`src/include/ecc_pkg.sv`:
```
package ecc_pkg;

    // Each register is two 16-bit holding words: MS word at the offset, LS word at offset + 1.
    localparam logic [15:0] ADDR_SPEED_UNIT   = 16'h006A;
    localparam logic [15:0] ADDR_OPTIONS      = 16'h006C;
    localparam logic [15:0] ADDR_COMMAND      = 16'h006E;
    localparam logic [15:0] ADDR_STEPS_TURN   = 16'h0070;
    localparam logic [15:0] ADDR_TURN_COUNT   = 16'h0072;
    localparam logic [15:0] ADDR_ALARM_MASK   = 16'h0074;

    localparam logic [15:0] SPEED_UNIT_RST    = 16'h0000;
    localparam logic [15:0] SPEED_UNIT_MAX    = 16'h0001;
    localparam logic [15:0] OPTIONS_RST       = 16'h0000;
    localparam logic [15:0] OPTIONS_MAX       = 16'h0003;
    localparam logic [2:0]  COMMAND_RST       = 3'h0;
    localparam logic [15:0] ALARM_MASK_VAL    = 16'h7000;

    localparam int          OPT_SCALE_BIT     = 0;
    localparam int          OPT_DIR_BIT       = 1;
    localparam int          CMD_FIRST_BIT     = 9;
    localparam int          CMD_COUNT         = 3;
    localparam int          CMD_SAVE_IDX      = 0;
    localparam int          CMD_RESTORE_IDX   = 1;
    localparam int          CMD_PRESET_IDX    = 2;

    localparam int          STEPS_PER_TURN_DEF = 8192;
    localparam int          TURN_COUNT_DEF     = 16384;

    localparam int          CLK_HZ            = 40_000_000;
    localparam int          SPEED_PERIOD_MS   = 100;
    localparam int          SPEED_PERIOD_CYC  = CLK_HZ / 1000 * SPEED_PERIOD_MS;
    localparam int          WINDOWS_PER_SEC   = 1000 / SPEED_PERIOD_MS;
    localparam int          SEC_PER_MIN       = 60;

    typedef enum logic [0:0] {
        ECC_UNIT_STEPS_PER_S = 1'b0,
        ECC_UNIT_RPM         = 1'b1
    } ecc_unit_e;

endpackage : ecc_pkg

```
`src/rtl/ecc_edge.sv`:
```
`timescale 1ns/10ps
module ecc_edge
    import ecc_pkg::*;
#(
    parameter int W = CMD_COUNT
) (
    input  wire logic         clk_sys,
    input  wire logic         sys_rst,
    input  wire logic         wr_en,
    input  wire logic [W-1:0] wr_bits,
    output logic      [W-1:0] held_bits,
    output logic      [W-1:0] rise
);

    typedef struct packed {
        logic [W-1:0] held;
        logic [W-1:0] rise;
    } ecc_edge_s;

    ecc_edge_s    st_r;
    ecc_edge_s    st_nxt;
    logic [W-1:0] rise_w;

    genvar i;
    generate
        for (i = 0; i < W; i++) begin : g_bit
            // A bit that stays high across writes never fires again.
            assign rise_w[i] = wr_en & wr_bits[i] & ~st_r.held[i];
        end
    endgenerate

    always_comb begin
        st_nxt      = st_r;
        st_nxt.rise = rise_w;
        if (wr_en) begin
            st_nxt.held = wr_bits;
        end
    end

    always_ff @(posedge clk_sys or posedge sys_rst) begin
        if (sys_rst) begin
            st_r <= '0;
        end else begin
            st_r <= st_nxt;
        end
    end

    assign held_bits = st_r.held;
    assign rise      = st_r.rise;

endmodule : ecc_edge

```
`src/rtl/ecc_scale.sv`:
```
`timescale 1ns/10ps
module ecc_scale
    import ecc_pkg::*;
#(
    parameter int STEPS_PER_TURN = STEPS_PER_TURN_DEF,
    parameter int TURN_COUNT     = TURN_COUNT_DEF
) (
    input  wire logic        clk_sys,
    input  wire logic        sys_rst,
    input  wire logic [31:0] raw_pos,
    input  wire logic        scale_en,
    input  wire logic        dir_ccw,
    input  wire logic [31:0] counts_per_turn,
    input  wire logic [31:0] total_resolution,
    input  wire logic [31:0] preset_value,
    input  wire logic        preset_fire,
    input  wire logic        restore_fire,
    output logic      [31:0] position_out,
    output logic      [31:0] offset_out
);

    localparam logic [63:0] HW_TOTAL = 64'(STEPS_PER_TURN) * 64'(TURN_COUNT);

    typedef struct packed {
        logic [31:0] pos;
        logic [31:0] offset;
    } ecc_scale_s;

    ecc_scale_s  st_r;
    ecc_scale_s  st_nxt;
    logic [31:0] dir_pos;
    logic [63:0] prod;
    logic [63:0] quot;
    logic [31:0] read_pos;

    always_comb begin
        // Counting down mirrors the code inside the physical range.
        dir_pos  = dir_ccw ? 32'(HW_TOTAL - 64'h1 - 64'(raw_pos)) : raw_pos;
        prod     = 64'(dir_pos) * 64'(counts_per_turn);
        quot     = prod / 64'(STEPS_PER_TURN);
        read_pos = dir_pos;
        if (scale_en) begin
            // Clamped rather than wrapped; a bad setting then shows as a stuck top value.
            if (quot >= 64'(total_resolution) && total_resolution != 32'h0) begin
                read_pos = total_resolution - 32'h1;
            end else begin
                read_pos = quot[31:0];
            end
        end
        st_nxt     = st_r;
        st_nxt.pos = read_pos + preset_value - st_r.offset;
        if (restore_fire) begin
            st_nxt.offset = 32'h0;
        end else if (preset_fire) begin
            st_nxt.offset = read_pos;
        end
    end

    always_ff @(posedge clk_sys or posedge sys_rst) begin
        if (sys_rst) begin
            st_r <= '0;
        end else begin
            st_r <= st_nxt;
        end
    end

    assign position_out = st_r.pos;
    assign offset_out   = st_r.offset;

endmodule : ecc_scale

```
`src/rtl/ecc_regs.sv`:
```
`timescale 1ns/10ps
module ecc_regs
    import ecc_pkg::*;
#(
    parameter int STEPS_PER_TURN      = STEPS_PER_TURN_DEF,
    parameter int TURN_COUNT          = TURN_COUNT_DEF,
    parameter int SPEED_PERIOD_CYCLES = SPEED_PERIOD_CYC
) (
    input  wire logic        clk_sys,
    input  wire logic        sys_rst,
    input  wire logic [15:0] hr_addr,
    input  wire logic        hr_wr,
    input  wire logic [15:0] hr_wdata,
    input  wire logic        hr_rd,
    output logic      [15:0] hr_rdata,
    output logic             hr_ack,
    output logic             hr_exc,
    input  wire logic [31:0] sensor_position,
    input  wire logic [31:0] counts_per_turn,
    input  wire logic [31:0] total_resolution,
    input  wire logic [31:0] preset_value,
    output logic      [31:0] position_out,
    output logic      [31:0] offset_out,
    output logic      [31:0] speed_out,
    output logic      [7:0]  status_byte,
    output logic             scale_en,
    output logic             dir_ccw,
    output logic             nv_save,
    output logic             nv_restore
);

    localparam logic [31:0] STEPS_VAL = 32'(STEPS_PER_TURN);
    localparam logic [31:0] TURNS_VAL = 32'(TURN_COUNT);
    localparam logic [31:0] TIMER_TOP = 32'(SPEED_PERIOD_CYCLES - 1);

    typedef struct packed {
        logic [31:0] pos_s1;
        logic [31:0] pos_s2;
        logic        unit;
        logic [1:0]  opts;
        logic [15:0] rdata;
        logic        ack;
        logic        exc;
        logic [31:0] timer;
        logic [31:0] pos_prev;
        logic [31:0] speed;
    } ecc_regs_s;

    ecc_regs_s          st_r;
    ecc_regs_s          st_nxt;
    logic [CMD_COUNT-1:0] cmd_held;
    logic [CMD_COUNT-1:0] cmd_rise;
    logic                 cmd_wr;
    logic [1:0]           hit_unit;
    logic [1:0]           hit_opts;
    logic [1:0]           hit_cmd;
    logic [1:0]           hit_steps;
    logic [1:0]           hit_turns;
    logic [1:0]           hit_alarm;
    logic signed [63:0]   delta;
    logic signed [63:0]   speed_calc;

    // Returns {MS word hit, LS word hit} for a two-word register at base.
    function automatic logic [1:0] word_hit(input logic [15:0] addr,
                                            input logic [15:0] base);
        word_hit = {addr == base, addr == base + 16'h0001};
    endfunction : word_hit

    always_comb begin
        hit_unit  = word_hit(hr_addr, ADDR_SPEED_UNIT);
        hit_opts  = word_hit(hr_addr, ADDR_OPTIONS);
        hit_cmd   = word_hit(hr_addr, ADDR_COMMAND);
        hit_steps = word_hit(hr_addr, ADDR_STEPS_TURN);
        hit_turns = word_hit(hr_addr, ADDR_TURN_COUNT);
        hit_alarm = word_hit(hr_addr, ADDR_ALARM_MASK);
    end

    // Only bits 9 to 11 of the LS word reach the edge finder; all else is dropped.
    assign cmd_wr = hr_wr & hit_cmd[0];

    ecc_edge #(
        .W (CMD_COUNT)
    ) u_edge (
        .clk_sys   (clk_sys),
        .sys_rst   (sys_rst),
        .wr_en     (cmd_wr),
        .wr_bits   (hr_wdata[CMD_FIRST_BIT +: CMD_COUNT]),
        .held_bits (cmd_held),
        .rise      (cmd_rise)
    );

    ecc_scale #(
        .STEPS_PER_TURN (STEPS_PER_TURN),
        .TURN_COUNT     (TURN_COUNT)
    ) u_scale (
        .clk_sys          (clk_sys),
        .sys_rst          (sys_rst),
        .raw_pos          (st_r.pos_s2),
        .scale_en         (st_r.opts[OPT_SCALE_BIT]),
        .dir_ccw          (st_r.opts[OPT_DIR_BIT]),
        .counts_per_turn  (counts_per_turn),
        .total_resolution (total_resolution),
        .preset_value     (preset_value),
        .preset_fire      (cmd_rise[CMD_PRESET_IDX]),
        .restore_fire     (cmd_rise[CMD_RESTORE_IDX]),
        .position_out     (position_out),
        .offset_out       (offset_out)
    );

    // The speed is the position change over one window, scaled to the chosen unit.
    always_comb begin
        delta = 64'(signed'(position_out - st_r.pos_prev));
        if (st_r.unit == ECC_UNIT_RPM) begin
            speed_calc = delta * 64'(WINDOWS_PER_SEC * SEC_PER_MIN)
                         / 64'(STEPS_PER_TURN);
        end else begin
            speed_calc = delta * 64'(WINDOWS_PER_SEC);
        end
    end

    always_comb begin
        st_nxt        = st_r;
        // The sensor word is sampled twice before use; the source must hold it stable.
        st_nxt.pos_s1 = sensor_position;
        st_nxt.pos_s2 = st_r.pos_s1;
        st_nxt.ack    = hr_wr | hr_rd;
        st_nxt.exc    = 1'b0;
        st_nxt.rdata  = 16'h0000;

        if (hr_rd) begin
            if (hit_unit[0]) begin
                st_nxt.rdata = {15'h0000, st_r.unit};
            end else if (hit_opts[0]) begin
                st_nxt.rdata = {14'h0000, st_r.opts};
            end else if (hit_cmd[0]) begin
                st_nxt.rdata = {4'h0, cmd_held, 9'h000};
            end else if (hit_steps[1]) begin
                st_nxt.rdata = STEPS_VAL[31:16];
            end else if (hit_steps[0]) begin
                st_nxt.rdata = STEPS_VAL[15:0];
            end else if (hit_turns[1]) begin
                st_nxt.rdata = TURNS_VAL[31:16];
            end else if (hit_turns[0]) begin
                st_nxt.rdata = TURNS_VAL[15:0];
            end else if (hit_alarm[0]) begin
                st_nxt.rdata = ALARM_MASK_VAL;
            end else if (hit_unit[1] | hit_opts[1] | hit_cmd[1] | hit_alarm[1]) begin
                st_nxt.rdata = 16'h0000;
            end else begin
                st_nxt.exc = 1'b1;
            end
        end else if (hr_wr) begin
            if (hit_unit[0]) begin
                if (hr_wdata <= SPEED_UNIT_MAX) begin
                    st_nxt.unit = hr_wdata[0];
                end else begin
                    st_nxt.exc = 1'b1;
                end
            end else if (hit_opts[0]) begin
                if (hr_wdata <= OPTIONS_MAX) begin
                    st_nxt.opts = hr_wdata[1:0];
                end else begin
                    st_nxt.exc = 1'b1;
                end
            end else if (hit_cmd[0] | hit_cmd[1] | hit_unit[1] | hit_opts[1]) begin
                st_nxt.exc = 1'b0;
            end else begin
                // Read-only and unmapped words refuse writes.
                st_nxt.exc = 1'b1;
            end
        end

        // Restore wins over an option write in the same cycle as its pulse, which comes a cycle after the command write.
        if (cmd_rise[CMD_RESTORE_IDX]) begin
            st_nxt.unit = SPEED_UNIT_RST[0];
            st_nxt.opts = OPTIONS_RST[1:0];
        end

        if (st_r.timer >= TIMER_TOP) begin
            st_nxt.timer    = 32'h0;
            st_nxt.pos_prev = position_out;
            st_nxt.speed    = speed_calc[31:0];
        end else begin
            st_nxt.timer = st_r.timer + 32'h1;
        end
    end

    always_ff @(posedge clk_sys or posedge sys_rst) begin
        if (sys_rst) begin
            st_r <= '0;
        end else begin
            st_r <= st_nxt;
        end
    end

    assign hr_rdata    = st_r.rdata;
    assign hr_ack      = st_r.ack;
    assign hr_exc      = st_r.exc;
    assign speed_out   = st_r.speed;
    assign status_byte = {6'h00, st_r.opts};
    assign scale_en    = st_r.opts[OPT_SCALE_BIT];
    assign dir_ccw     = st_r.opts[OPT_DIR_BIT];
    // The store only counts this pulse; the offset never reaches it.
    assign nv_save     = cmd_rise[CMD_SAVE_IDX];
    assign nv_restore  = cmd_rise[CMD_RESTORE_IDX];

endmodule : ecc_regs

```
`config.mk`:
```
export PLATFORM = sky130hd
export DESIGN_NAME = ecc_regs
export DESIGN_NICKNAME = d
export VERILOG_FILES = /design/src/include/ecc_pkg.sv /design/src/rtl/ecc_edge.sv /design/src/rtl/ecc_scale.sv /design/src/rtl/ecc_regs.sv
export SDC_FILE = /design/constraint.sdc
export NUM_CORES = 2
export LEC_CHECK = 0
export ABC_CLOCK_PERIOD_IN_PS = 15050
export BUFFER_PORTS_ARGS = -buffer_cell sky130_fd_sc_hd__buf_4
export CORE_ASPECT_RATIO = 0.8
export CORE_MARGIN = 5
export CORE_UTILIZATION = 35
export DETAILED_ROUTE_END_ITERATION = 8
export GPL_TIMING_DRIVEN = 0
export PLACE_DENSITY_LB_ADDON = 0.12
export SLEW_MARGIN = 20
export SYNTH_ARGS = -nofsm -noshare
export SYNTH_HDL_FRONTEND = slang
export SYNTH_SLANG_ARGS = --single-unit
```
`constraint.sdc`:
```
create_clock -name clk_sys -period 15.05 [get_ports clk_sys]
set_input_delay 1.505 -clock clk_sys [delete_from_list [all_inputs] [get_ports clk_sys]]
set_output_delay 1.505 -clock clk_sys [all_outputs]
set_load 0.005 [all_outputs]
```
Yosys cells after proc, flatten, opt, wreduce, memory -nomap -nowiden:

Cells that the tools add are included.

* add/sub/neg operators: 7
* $mul: 3
* $lt $le $gt $ge: 4
* equality and inequality tests: 14
* multiplexer cells: 40
* bitwise gates (word level): 18
* reductions and logical operators: 11

Operators with widths (number)
* two-way mux 32 bit: 7
* == test 16 x 7 -> 1 bit (second input constant): 12
* two-way mux 15 bit: 8
* multiplier 32 x 32 -> 64 bit: 1
* subtractor 32 bit: 2
* greater-or-equal comparator 51 x 32 -> 1 bit: 1
* multiplier 32 x 8 -> 40 bit (second input constant): 1
* adder 32 x 1 -> 32 bit: 1
* adder 32 x 1 -> 32 bit (second input constant): 1
* adder 32 bit: 1
* greater-or-equal comparator 32 x 22 -> 1 bit (second input constant): 1
* multiplier 32 x 4 -> 31 bit (second input constant): 1
* nonzero test 32 bit: 1
* subtractor 27 x 32 -> 32 bit (first input constant): 1
* subtractor 32 x 1 -> 32 bit (second input constant): 1
* two-way mux 1 bit: 18
* less-or-equal comparator 16 x 1 -> 1 bit (second input constant): 1
* less-or-equal comparator 16 x 2 -> 1 bit (second input constant): 1
* two-way mux 16 bit: 1
* nonzero test 2 bit: 6
* OR reduction 10 bit: 1
* two-way mux 3 bit: 3
* AND 1 bit: 8
* bitwise OR 1 bit: 7
* 6 further kinds: 11

* register bits after elaboration: 251
* output and inout port bits: 126
* word-level logic and storage cells: 111

Depth between registers and ports, before layout:

* depth in word-level cells: 14
* gate-level depth with buffers: 66
* gate-level depth less buffers: 61

By module:

A second synthesis with hierarchy kept.

* cells, all modules: 6361
* area, all modules: 55821.0 µm²

By module, submodules not included
* ecc_scale: times used 1, cells an instance 4634, area each 40348.7 µm²
* ecc_regs: times used 1, cells an instance 1714, area each 15254.6 µm²
* ecc_edge: times used 1, cells an instance 13, area each 217.7 µm²

Least setup slack after synthesis:

No wires, ideal clock.

* path kind: input to register
* start point: input port counts_per_turn[5]
* end point: register u_scale.st_r (netlist bit u_scale.position_out[30])
* setup time: 0.080 ns
* arrival: 14.728 ns
* required time: 14.970 ns
* setup slack: 0.242 ns
* stages: 58
* path buffers: 2
* cells stage by stage: clkbuf_1 and2_1 fa_1 fa_1 fa_1 inv_1 fa_1 inv_1 fa_1 inv_1 fa_1 inv_1 fa_1 inv_1 fa_1 inv_1 ha_1 and4_1 (+22 left out) nand2_4 nor2_1 nor3_1 fa_1 fa_1 a21o_1 a21oi_1 o21bai_1 a21boi_0 o21ai_0 a21oi_1 nand2b_1 a21oi_1 a41o_1 nor4_1 nor2_1 a41oi_1 xnor2_1

RTL lines
* start: declaration: line ecc_regs.sv:19 `input wire logic [31:0] counts_per_turn,`
* end signal: assignment: line ecc_scale.sv:63 `st_r <= st_nxt;`
* end: declaration: line ecc_scale.sv:29 `ecc_scale_s st_r;`

==> results.md <==
* Buffers on Ports at roughly 270
* Worst setup SP type: input pin
* Worst slew pin tran at 1.21 ns
* Slowest CP cell: fa_2
* Mapped Avg Cell Area at around 8.9 sq um
* Site Rows at between 100 and 150
* First-pass GRT wire length at 321 mm
* Fin. Hold Viols at 0
* Worst-path fanout max at 10
* # nets final at just over 8k
* Detailed placement HPWL at 190 mm
* Most frequent CP cell: fa_1
* Final instance area at about 0.064 sq mm
* Vias in the first global route at roughly 46k
* YS warnings at 0
* Layout Cells excl Fill at just under 9k
* CTS clk-pin slew, worst paths at about 0.070 ns
* Vias at approximately 45k
* Height of the die at ~360 um
* CP endpoint kind: flip-flop
* Layout cells sized above 1 at 0.133
* GR Overflow Total at 0
* # IOs at 290
* DRC at 0
* Post-Synthesis Cell Area at between 0.05 and 0.06 sq mm
* Area delta synth->final at 16.6%
* Routability cong. at 0.961
* Max Buffers Root-to-Sink at 3
* Final period util at 1.04
* Post-synth EDFFs at 0
* Min Clock Period, post-route at 15.59 ns
* Setup Crit Path Kind: input pin to flip-flop
* Fin. max-slew vios at 0
* GRT Total Usage at 0.268
* #FFs+latches synth at between 200 and 250
* Starting density of the core at 0.351
* Initial drt markers at a little over 4k
* Reg-to-reg setup timing slack at -0.52 ns
* Placement Cell Area at 0.0601 sq mm
* Router iterations before antenna repair at 6
* Setup Skew at between 0.02 and 0.03 ns
* HP Class: flip-flop to flip-flop
* Violated checks: setup timing
* Worst slew margin relative to its limit at 0.192
* Vias/cell at a little over 5
* Post-Synthesis Cells at 6,142
* Post-synthesis sequential area ratio at 0.111
* Final setup violation count at 11
* Yosys cell types at around 90
* Hold-fix buffer count after cts at 0
* Pin count of the biggest net entering global routing at between 90 and 100
* RSZ-0062 raised after global routing: true
* CTS tree: yes
* Final WS setup at -0.540 ns
* CP required at between 15 and 20 ns
* Initial antenna violation count at 33
* Antenna-violating nets left at 0
* Placed Cells at around 8.6k
* Dpl ws at -4.63 ns
* Slowest Stage Delay on Critical Path at 0.56 ns
* Die area at roughly 0.16 sq mm
* Post-synth ARST share at 1.00
* Avg WL per Cell at around 25 um
* Critical Path AT at roughly 16 ns
* Total of max-cap violations at 0
* H-tree depth at 1
* Status: complete, but fails checks
* Worst-Skew Late Latency at roughly 0.59 ns
* Die extent in x at 453 um
* Core area at ~0.16 sq mm
* F_max at 64.1 MHz
* Filler cell count at roughly 16k
* Final wirelength at 223 mm
* Main synth FF type: dfrtp_1
* Final Hold Slack at about 0.34 ns
* CTS root buf: clkbuf_16
* Clk sinks at between 200 and 250
* Num CTS Buffers at 25
[cells in the final DEF, fill, tap and decap left out, types with 69 or more instances in the layout]
cell type	count
xnor2_1	149
nor2_1	202
inv_1	1176
a21o_1	75
xor2_1	70
ha_1	505
buf_4	436
a21oi_1	188
clkbuf_2	69
fa_1	979
clkbuf_1	111
and2_1	505
o21ai_0	149
nand2_1	738
dfrtp_1	241
[area by class of cell]
cell class	count	area [sq um]	share of cell area
Multi-Input combinational cell	4400	44200	0.691
Sequential cell	243	6080	0.0951
Inverter	1182	4440	0.0695
Timing Repair Buffer	405	3370	0.0526
Tap cell	2112	2640	0.0413
Buffer	332	2250	0.0351
Clock buffer	31	698	0.0109
Clock inverter	15	203	0.00317
Antenna cell	23	57.6	0.000900
[kinds of logic after synthesis]
kind of cell / Yosys count / synth area share
XOR/XNOR: 260 / 0.0417
AND/OR/NAND/NOR: 1827 / 0.165
AO/OA/AOI/OAI: 764 / 0.0911
adder cells (fa/ha/maj): 1511 / 0.480
multiplexers: 14 / 0.00267
buffers and inverters: 1522 / 0.109
flip-flops: 243 / 0.111
other: 1 / 0.0000683
[flip-flops by register name, summed over array words and instances (netlist names)]
| name | flops |
|---|---|
| st_nxt | 32 |
| hr_exc | 1 |
| u_edge.rise | 3 |
| u_scale.offset_out | 32 |
| u_edge.held_bits | 3 |
| hr_ack | 1 |
| scale_en | 1 |
| speed_out | 32 |
| st_r | 97 |
| hr_rdata | 8 |
| dir_ccw | 1 |
| u_scale.position_out | 32 |
[worst max-delay path, delay by kind of cell]
family                   cells  cell delay, ns
AO/OA/AOI/OAI               17            3.27
XOR/XNOR                     2            0.28
buffers and inverters       11            1.19
multiplexers                 1            0.37
AND/OR/NAND/NOR             16            3.88
adder cells (fa/ha/maj)     12            5.51
[metrics by stage]
stage | utilization | TNS (ns)
3_5_place_dp | 0.384 | -114.31
5_1_grt | 0.409 | -7.97
3_3_place_gp | 0.381 | -184.81
2_1_floorplan | - | 0
4_1_cts | 0.405 | -2.29
6_report | 0.409 | -3.04
[timing repair]
| action | 4_1_cts | 5_1_grt |
|---|---|---|
| endpoints found under the setup margin | 64 | 21 |
| pin swaps | 71 | 71 |
| cloned | 3 | 1 |
| hold endpoints to repair | 0 | 0 |
| buffers inserted | 88 | 31 |
| gates resized for setup | 415 | 96 |
[per-layer routing]
layer,up-vias,routed length [um],GRT usage,part of all wire
li1,20017,-,-,-
met1,23335,104000,0.406,0.47
met2,1694,94100,0.395,0.42
met3,215,18100,0.0476,0.081
met4,2,6080,0.0624,0.027
met5,-,13,0,0.000058
[synth_stat cells (all sizes together), types with 6 or more instances]
master	instances	share of area
nor3b	9	0.0012
o22a	8	0.0013
nor3	46	0.0042
dfrtp	243	0.11
a211oi	38	0.0055
a31o	12	0.0019
inv	1182	0.081
nand4	54	0.0063
nand2b	34	0.0039
o21a	35	0.0048
and2	511	0.058
o211ai	21	0.0029
a21o	75	0.010
o2111ai	8	0.0013
o31ai	16	0.0024
o221ai	7	0.0011
nand3b	7	0.00096
o32ai	10	0.0019
clkbuf	266	0.018
xnor2	158	0.025
fa	989	0.36
o22ai	7	0.00080
nor4	23	0.0026
xor2	101	0.016
a31oi	37	0.0043
and4	20	0.0032
nand2	743	0.051
or3	25	0.0028
o21bai	24	0.0033
a41o	7	0.0013
a21oi	210	0.019
nor2	213	0.015
a2111oi	6	0.00096
or4	6	0.00089
a41oi	6	0.00096
or2	9	0.0010
ha	521	0.12
a311oi	12	0.0020
o31a	7	0.0011
nor2b	23	0.0026
and3	27	0.0031
mux2i	9	0.0016
o21ai	165	0.015
buf	74	0.0098
nand3	63	0.0057
[final timing paths]
kind	startpoint	endpoint	cells past startpoint
min	st_nxt[145]	st_r[145]	0
min in group asynchronous	sys_rst	st_r[74]	2
max reg2reg	dir_ccw	u_scale.position_out[26]	60
max in group asynchronous	sys_rst	st_r[122]	3
max	counts_per_turn[6]	u_scale.position_out[26]	59
min reg2reg	st_nxt[145]	st_r[145]	0
Power is left out: the tool's default activity adds up to more than one toggle a clock period on the data nets, which glitch-free logic cannot reach.
